### src/core/sbc_irq_cfg.svh
// Register offsets, field masks and reset values of the interrupt register set
`ifndef SBC_IRQ_CFG_SVH
`define SBC_IRQ_CFG_SVH

// ==================================================
// Register offsets
`define SBC_ADDR_SYS_EN 7'h04
`define SBC_ADDR_SUP_EN 7'h1C
`define SBC_ADDR_TRX_EN 7'h23
`define SBC_ADDR_SUMMARY 7'h60
`define SBC_ADDR_B0_WAKE 7'h64
`define SBC_ADDR_B0_FAIL 7'h65
`define SBC_ADDR_B1_WAKE 7'h66
`define SBC_ADDR_B1_FAIL 7'h67

// ==================================================
// Writable field masks
`define SBC_SYS_EN_MASK 8'h06
`define SBC_SUP_EN_MASK 8'h3F
`define SBC_TRX_EN_MASK 8'h1F
`define SBC_TRX_LIN2_MASK 8'h08

// ==================================================
// Summary bit positions
`define SBC_SUM_SYS 0
`define SBC_SUM_SUP 1
`define SBC_SUM_TRX 2
`define SBC_SUM_B0_WAKE 3
`define SBC_SUM_B0_FAIL 4
`define SBC_SUM_B1_WAKE 5
`define SBC_SUM_B1_FAIL 6

// ==================================================
// Reset values and sizes
`define SBC_EN_RESET 8'h00
`define SBC_FLAG_RESET 8'h00
`define SBC_DATA_ZERO 8'h00
`define SBC_BANKS 4
`define SBC_PINS 8
`define SBC_PINS_PER_BANK 4

`endif

### src/core/sbc_irq_pkg.sv
// Types shared by the interrupt register set
package sbc_irq_pkg;

   // ==================================================
   // Register access request from the serial interface
   typedef struct packed {
      logic sel;
      logic wr;
      logic [6:0] addr;
      logic [7:0] wdata;
   } sbc_req_t;

   // ==================================================
   // Four pin status banks: 0 b0 wake, 1 b0 fail, 2 b1 wake, 3 b1 fail
   typedef logic [3:0][7:0] sbc_banks_t;

   // ==================================================
   // Pending inputs from the neighbouring status registers
   typedef struct packed {
      logic trx;
      logic sup;
      logic sys;
   } sbc_ext_pend_t;

endpackage : sbc_irq_pkg

### src/core/sbc_irq_flags.sv
// One bank of eight sticky pending flags with input synchronisers
`timescale 1ns/1ps
`include "sbc_irq_cfg.svh"

module sbc_irq_flags (
   input wire logic clk,
   input wire logic reset,
   input wire logic ce,
   input wire logic [7:0] evt_async,
   input wire logic [7:0] en,
   input wire logic [7:0] clr,
   output logic [7:0] flags
);

   logic [7:0] sync1_reg;
   logic [7:0] sync2_reg;
   logic [7:0] last_reg;
   logic [7:0] edge_hit;
   logic [7:0] flags_next;

   // ==================================================
   // Synchroniser and event edge
   always_ff @(posedge clk or posedge reset) begin
      if (reset) begin
         sync1_reg <= `SBC_FLAG_RESET;
         sync2_reg <= `SBC_FLAG_RESET;
         last_reg <= `SBC_FLAG_RESET;
      end else if (ce) begin
         sync1_reg <= evt_async;
         sync2_reg <= sync1_reg;
         last_reg <= sync2_reg;
      end
   end

   assign edge_hit = sync2_reg & ~last_reg;

   // ==================================================
   // Sticky flags, set beats clear
   assign flags_next = (flags & ~clr) | (edge_hit & en);

   always_ff @(posedge clk or posedge reset) begin
      if (reset) begin
         flags <= `SBC_FLAG_RESET;
      end else if (ce) begin
         flags <= flags_next;
      end
   end
endmodule : sbc_irq_flags

### src/core/sbc_irq_top.sv
// Interrupt pending flags and interrupt enable registers of the basis chip
// Notes on behaviour
// - Bank0 wake status: pin n falling at bit 2n-1, rising at bit 2n-2.
// - Bank0 fail status: pin n short at odd bit, open load at even bit.
// - Bank1 wake status: pins five to eight, falling odd, rising even bits.
// - Bank1 fail status: pins five to eight, short odd, open load even bits.
// - Status flag reads one while pending; host reads it and writes one to clear.
// - System enable: bit 2 overtemperature, bit 1 serial failure; rest reads zero.
// - Supply enable: bits 5 to 0 supply events; bits 7 and 6 read zero.
// - Transceiver enable: bits 4 to 0 bus events; bits 7 to 5 read zero.
// - Single-LIN variant: transceiver enable bit 3 is reserved and reads zero.
// - Enable bit one enables its event, zero disables; host reads and writes it.
// - Summary register shows one bit per sub-register holding a pending flag.
`timescale 1ns/1ps
`include "sbc_irq_cfg.svh"

module sbc_irq_top #(
   parameter bit DUAL_LIN = 1'b1
) (
   input wire logic clk,
   input wire logic reset,
   input wire logic ce,
   input wire sbc_irq_pkg::sbc_req_t req,
   input wire logic [7:0] pin_rise,
   input wire logic [7:0] pin_fall,
   input wire logic [7:0] pin_short,
   input wire logic [7:0] pin_open,
   input wire sbc_irq_pkg::sbc_banks_t pin_en,
   input wire sbc_irq_pkg::sbc_ext_pend_t ext_pend,
   output logic [7:0] rd_data,
   output logic rd_valid,
   output logic [7:0] sys_en_reg,
   output logic [7:0] sup_en_reg,
   output logic [7:0] trx_en_reg,
   output logic irq_req
);

   sbc_irq_pkg::sbc_banks_t evt_async;
   sbc_irq_pkg::sbc_banks_t bank_clr;
   sbc_irq_pkg::sbc_banks_t flags;
   logic [7:0] summary;
   logic [7:0] rd_next;
   logic [7:0] trx_mask;
   logic wr_hit;
   logic rd_hit;
   logic [7:0] req_wdata;
   logic any_pending;

   assign wr_hit = req.sel && req.wr;
   assign rd_hit = req.sel && !req.wr;
   assign req_wdata = req.wdata;

   // ==================================================
   // Pin events into register layout
   genvar k;
   generate
      for (k = 0; k < `SBC_PINS; k = k + 1) begin : g_pin
         localparam int BK = k / `SBC_PINS_PER_BANK;
         localparam int POS = k % `SBC_PINS_PER_BANK;
         assign evt_async[2 * BK][2 * POS + 1] = pin_fall[k];
         assign evt_async[2 * BK][2 * POS] = pin_rise[k];
         assign evt_async[2 * BK + 1][2 * POS + 1] = pin_short[k];
         assign evt_async[2 * BK + 1][2 * POS] = pin_open[k];
      end
   endgenerate

   // ==================================================
   // Flag banks with write-one-to-clear
   genvar b;
   generate
      for (b = 0; b < `SBC_BANKS; b = b + 1) begin : g_bank
         assign bank_clr[b] = (wr_hit && req.addr == (`SBC_ADDR_B0_WAKE + 7'(b)))
            ? req.wdata : `SBC_DATA_ZERO;
         sbc_irq_flags u_flags (
            .clk(clk),
            .reset(reset),
            .ce(ce),
            .evt_async(evt_async[b]),
            .en(pin_en[b]),
            .clr(bank_clr[b]),
            .flags(flags[b])
         );
      end
   endgenerate

   // ==================================================
   // Enable registers
   assign trx_mask = DUAL_LIN ? `SBC_TRX_EN_MASK
      : (`SBC_TRX_EN_MASK & ~`SBC_TRX_LIN2_MASK);

   always_ff @(posedge clk or posedge reset) begin
      if (reset) begin
         sys_en_reg <= `SBC_EN_RESET;
      end else if (ce && wr_hit && req.addr == `SBC_ADDR_SYS_EN) begin
         sys_en_reg <= req.wdata & `SBC_SYS_EN_MASK;
      end
   end

   always_ff @(posedge clk or posedge reset) begin
      if (reset) begin
         sup_en_reg <= `SBC_EN_RESET;
      end else if (ce && wr_hit && req.addr == `SBC_ADDR_SUP_EN) begin
         sup_en_reg <= req.wdata & `SBC_SUP_EN_MASK;
      end
   end

   always_ff @(posedge clk or posedge reset) begin
      if (reset) begin
         trx_en_reg <= `SBC_EN_RESET;
      end else if (ce && wr_hit && req.addr == `SBC_ADDR_TRX_EN) begin
         trx_en_reg <= req.wdata & trx_mask;
      end
   end

   // ==================================================
   // Summary of pending sub-registers
   always_comb begin
      summary = `SBC_DATA_ZERO;
      summary[`SBC_SUM_SYS] = ext_pend.sys;
      summary[`SBC_SUM_SUP] = ext_pend.sup;
      summary[`SBC_SUM_TRX] = ext_pend.trx;
      summary[`SBC_SUM_B0_WAKE] = |flags[0];
      summary[`SBC_SUM_B0_FAIL] = |flags[1];
      summary[`SBC_SUM_B1_WAKE] = |flags[2];
      summary[`SBC_SUM_B1_FAIL] = |flags[3];
   end

   // ==================================================
   // Read mux
   always_comb begin
      case (req.addr)
         `SBC_ADDR_SYS_EN: rd_next = sys_en_reg;
         `SBC_ADDR_SUP_EN: rd_next = sup_en_reg;
         `SBC_ADDR_TRX_EN: rd_next = trx_en_reg;
         `SBC_ADDR_SUMMARY: rd_next = summary;
         `SBC_ADDR_B0_WAKE: rd_next = flags[0];
         `SBC_ADDR_B0_FAIL: rd_next = flags[1];
         `SBC_ADDR_B1_WAKE: rd_next = flags[2];
         `SBC_ADDR_B1_FAIL: rd_next = flags[3];
         default: rd_next = `SBC_DATA_ZERO;
      endcase
   end

   always_ff @(posedge clk or posedge reset) begin
      if (reset) begin
         rd_data <= `SBC_DATA_ZERO;
         rd_valid <= 1'b0;
      end else if (ce) begin
         rd_valid <= rd_hit;
         if (rd_hit) begin
            rd_data <= rd_next;
         end
      end
   end

   // ==================================================
   // Interrupt request
   assign any_pending = |summary;

   always_ff @(posedge clk or posedge reset) begin
      if (reset) begin
         irq_req <= 1'b0;
      end else if (ce) begin
         irq_req <= any_pending;
      end
   end
endmodule : sbc_irq_top

### config.mk
export PLATFORM = sky130hd
export DESIGN_NAME = sbc_irq_top
export DESIGN_NICKNAME = d
export VERILOG_FILES = /design/src/core/sbc_irq_pkg.sv /design/src/core/sbc_irq_flags.sv /design/src/core/sbc_irq_top.sv
export VERILOG_INCLUDE_DIRS = /design/src /design/src/core
export SDC_FILE = /design/constraint.sdc
export NUM_CORES = 1
export LEC_CHECK = 0
export BUFFER_PORTS_ARGS = -buffer_cell sky130_fd_sc_hd__buf_2
export CORE_ASPECT_RATIO = 1.75
export CORE_MARGIN = 2
export CORE_UTILIZATION = 30
export CTS_BUF_LIST = sky130_fd_sc_hd__clkbuf_8
export CTS_CLUSTER_SIZE = 40
export DETAILED_ROUTE_END_ITERATION = 7
export GPL_ROUTABILITY_DRIVEN = 1
export PLACE_DENSITY = 0.56
export SLEW_MARGIN = 10
export SYNTH_ARGS = -nofsm -noshare
export SYNTH_HDL_FRONTEND = slang
export SYNTH_HIERARCHICAL = 1
export SYNTH_SLANG_ARGS = --single-unit
### constraint.sdc
create_clock -name clk -period 2.9 [get_ports clk]
set_clock_uncertainty 0.1 [all_clocks]
set_input_delay 0.58 -clock clk [delete_from_list [all_inputs] [get_ports clk]]
set_output_delay 0.58 -clock clk [all_outputs]
set_load 0.01 [all_outputs]
==> results_dict.tcl <==
set metrics [dict create \
    reg2reg_depth 4 \
    vias 4644 \
    initial_core_util_pct 30.5 \
    overflow 0 \
    portBuffers 109 \
    grt_pass1_vias 4941 \
    status "complete, no violations" \
    cts_tree "yes" \
    end_kind "flop" \
    top_layer_used "met4" \
    tightestPinTransition_ns 0.933 \
    numCtsBuffers 17 \
    cts_root_buf "clkbuf_8" \
    wirelength_um 18100 \
    yosys_warnings 6 \
    clock.fmax_ghz 0.513 \
    syn_inst 520 \
    p_per_area_nw_per_um2 613 \
    worstSetupStartpointType "input pin" \
    place_hpwl_um 13700 \
    finalMaxSlewViolations 0 \
    cp.arrival_ns 2.14 \
    nFillCells 2324 \
    ff_latch_area_um2 3780 \
    synthesis.area_um2 7110 \
    max_cap_viol_count 0 \
    vias_per_cell 4.90 \
    crit_start "req[8]" \
    layout_commonest_cell "dfrtp_1" \
    min_period_over_period_pct 67.2 \
    r2r_end "rd_data[4]" \
    maxSlewHeadroom_pct 37.8 \
    multiInputGateArea_um2 3080 \
    die_y_um 208 \
    core_area_um2 23300 \
    slowest_stage "a2111oi_0" \
    route.detailed.drc 0 \
    hold_path.class "input pin to asynchronous set/reset pin" \
    layout_min_cycle_time_ns 1.95 \
    mostFrequentLayoutCells "151 x dfrtp_1, 109 x mux2_2, 108 x buf_2" \
    dieArea_um2 25000 \
    cts_hold_buf 0 \
    syn_to_final_growth_pct 17.3 \
    critical_path.endpoint "rd_data[4]" \
    syn_area_per_cell_um2 13.7 \
    crit_fanout 17 \
    die_x_um 120 \
    rrSetupSlack_ns 1.26 \
    synth-seq-cells 151 \
    drive_gt1_share_pct 47.3 \
    dr_wl_met2_um 9630 \
    final-setup-viol-count 0 \
    clockBufferDepth 2 \
    antenna_found_initial 1 \
    synthArstFlopShare_pct 100 \
    grt_pass1_wl_um 28400 \
    clk_pin_slew_ns 0.08 \
    h-tree-depth 4 \
    clock_latency_ns 0.44 \
    routedWlPerCell_um 19.1 \
    ir_worst_vdd_mv 0.239 \
    r2r-start "g_bank[1].u_flags/flags[7]" \
    synth_cell_types 40 \
    cts_sinks 151 \
    track_usage_pct 15.0 \
    ctsResizeCount 0 \
    leakagePower_nw 3.62 \
    firstDrtPassIters 4 \
    post_cts.repair.setup_buffers 0 \
    max_stage_delay_ns 0.59 \
    design_area_um2 8340 \
    path_cells "buf_2 -> nor3b_1 -> o21a_1 -> a2111oi_0 -> a211oi_1" \
    path_class "input pin to flop" \
    rsz0062_at_grt "no" \
    drtAntennaViolNets 0 \
    gp_congestion 0.813 \
    met1_length_um 6900 \
    hold_violations 0 \
    ys.flop_type "dfrtp_1" \
    drt_iter0_drc 281 \
    fp-row-count 74 \
    fin_tns_setup_ns 0 \
    post-route-util_pct 35.7 \
    io-pin-count 121 \
    route.met3.wl_um 679 \
    dpl_cell_area_um2 7900 \
    num-nets-final 719 \
    ys_seq_area_share_pct 53.1 \
    synth_edf_count 0 \
    grt_max_degree 142 \
    required_ns 3.09 \
]
## area by class of cell
class                           count  share of cell area (%)
Sequential cell                   151                    45.3
Multi-Input combinational cell    337                    36.9
Timing Repair Buffer              119                    7.67
Tap cell                          304                    4.56
Clock buffer                       17                    2.81
Clock inverter                     13                    2.48
Inverter                            6                   0.270
Antenna cell                        1                  0.0300
## worst min path at each step
stage                                              start                        endpoint  slack (ns)  cells after the start
after global placement                        rd_data[7]                      rd_data[7]        0.38                      2
after floorplan           g_bank[0].u_flags/sync1_reg[0]  g_bank[0].u_flags/sync1_reg[0]        0.37                      1
after CTS                                          reset  g_bank[0].u_flags/sync1_reg[6]        0.06                      2
final                                              reset  g_bank[0].u_flags/sync2_reg[6]        0.08                      2
after detailed placement                      rd_data[7]                      rd_data[7]        0.39                      2
after global routing                               reset  g_bank[0].u_flags/sync1_reg[6]        0.09                      2
## worst max-delay path: cells and delay by family
| kind | cells | cell delay [ns] |
|---|---|---|
| AO/OA/AOI/OAI | 3 | 0.94 |
| buffers and inverters | 1 | 0.38 |
| AND/OR/NAND/NOR | 1 | 0.23 |
## per-stage QoR
step | hold WS, ns | cells | power [mW] | setup WS (ns)
floorplan | 0.375 | 530 | 3.09 | 0.785
finish | 0.0837 | 948 | 5.11 | 0.951
global placement | 0.384 | 917 | 3.31 | 0.543
CTS | 0.0605 | 947 | 5.19 | 0.978
global route | 0.0890 | 948 | 5.36 | 0.811
detailed placement | 0.386 | 917 | 3.35 | 0.538
## per-layer routing
metal,up-vias,track usage [%]
li1,2099,-
met2,151,25.6
met1,2351,17.1
met4,0,8.78
met3,43,3.10
met5,-,0
## kinds of logic (layout without fill, tap and decap cells)
logic type	after synthesis	count (layout)	share of synthesized area, %
and+or+nand+nor	146	146	15.4
AOI/OAI and AO/OA	63	63	7.50
other	1	12	0.0527
buffers and inverters	42	155	4.12
DFF	151	151	53.1
muxes	117	117	19.8
## cells in the mapped netlist (2+ instances only)
| library cell | n | area (um^2) |
|---|---|---|
| a32o_1 | 32 | 320 |
| nor3_1 | 2 | 10.0 |
| nor2b_4 | 32 | 440 |
| o21ai_0 | 4 | 20.0 |
| buf_1 | 2 | 7.51 |
| buf_2 | 3 | 15.0 |
| nor3b_1 | 4 | 30.0 |
| inv_1 | 6 | 22.5 |
| a221oi_1 | 2 | 17.5 |
| a22o_1 | 5 | 43.8 |
| and3_1 | 2 | 12.5 |
| dfrtp_1 | 151 | 3780 |
| a22oi_1 | 3 | 22.5 |
| clkbuf_1 | 4 | 15.0 |
| nand2_1 | 38 | 143 |
| nor2_1 | 8 | 30.0 |
| a21oi_1 | 10 | 50.1 |
| a211oi_1 | 2 | 15.0 |
| mux4_2 | 8 | 180 |
| a32oi_1 | 2 | 17.5 |
| nand4_1 | 2 | 12.5 |
| buf_6 | 8 | 90.1 |
| and3b_1 | 2 | 17.5 |
| and2_1 | 36 | 225 |
| nand3_1 | 3 | 15.0 |
| mux2_2 | 109 | 1230 |
| buf_4 | 19 | 143 |
| nor4_1 | 8 | 50.1 |
| nor4b_4 | 2 | 47.6 |
## power breakdown
part	internal, mW	switching (mW)	leakage, nW	total, mW
registers	2.38	0.259	1.72	2.64
clock network	1.01	0.799	0.223	1.81
logic	0.382	0.272	1.67	0.654
Power figures use the tool's default switching activity.
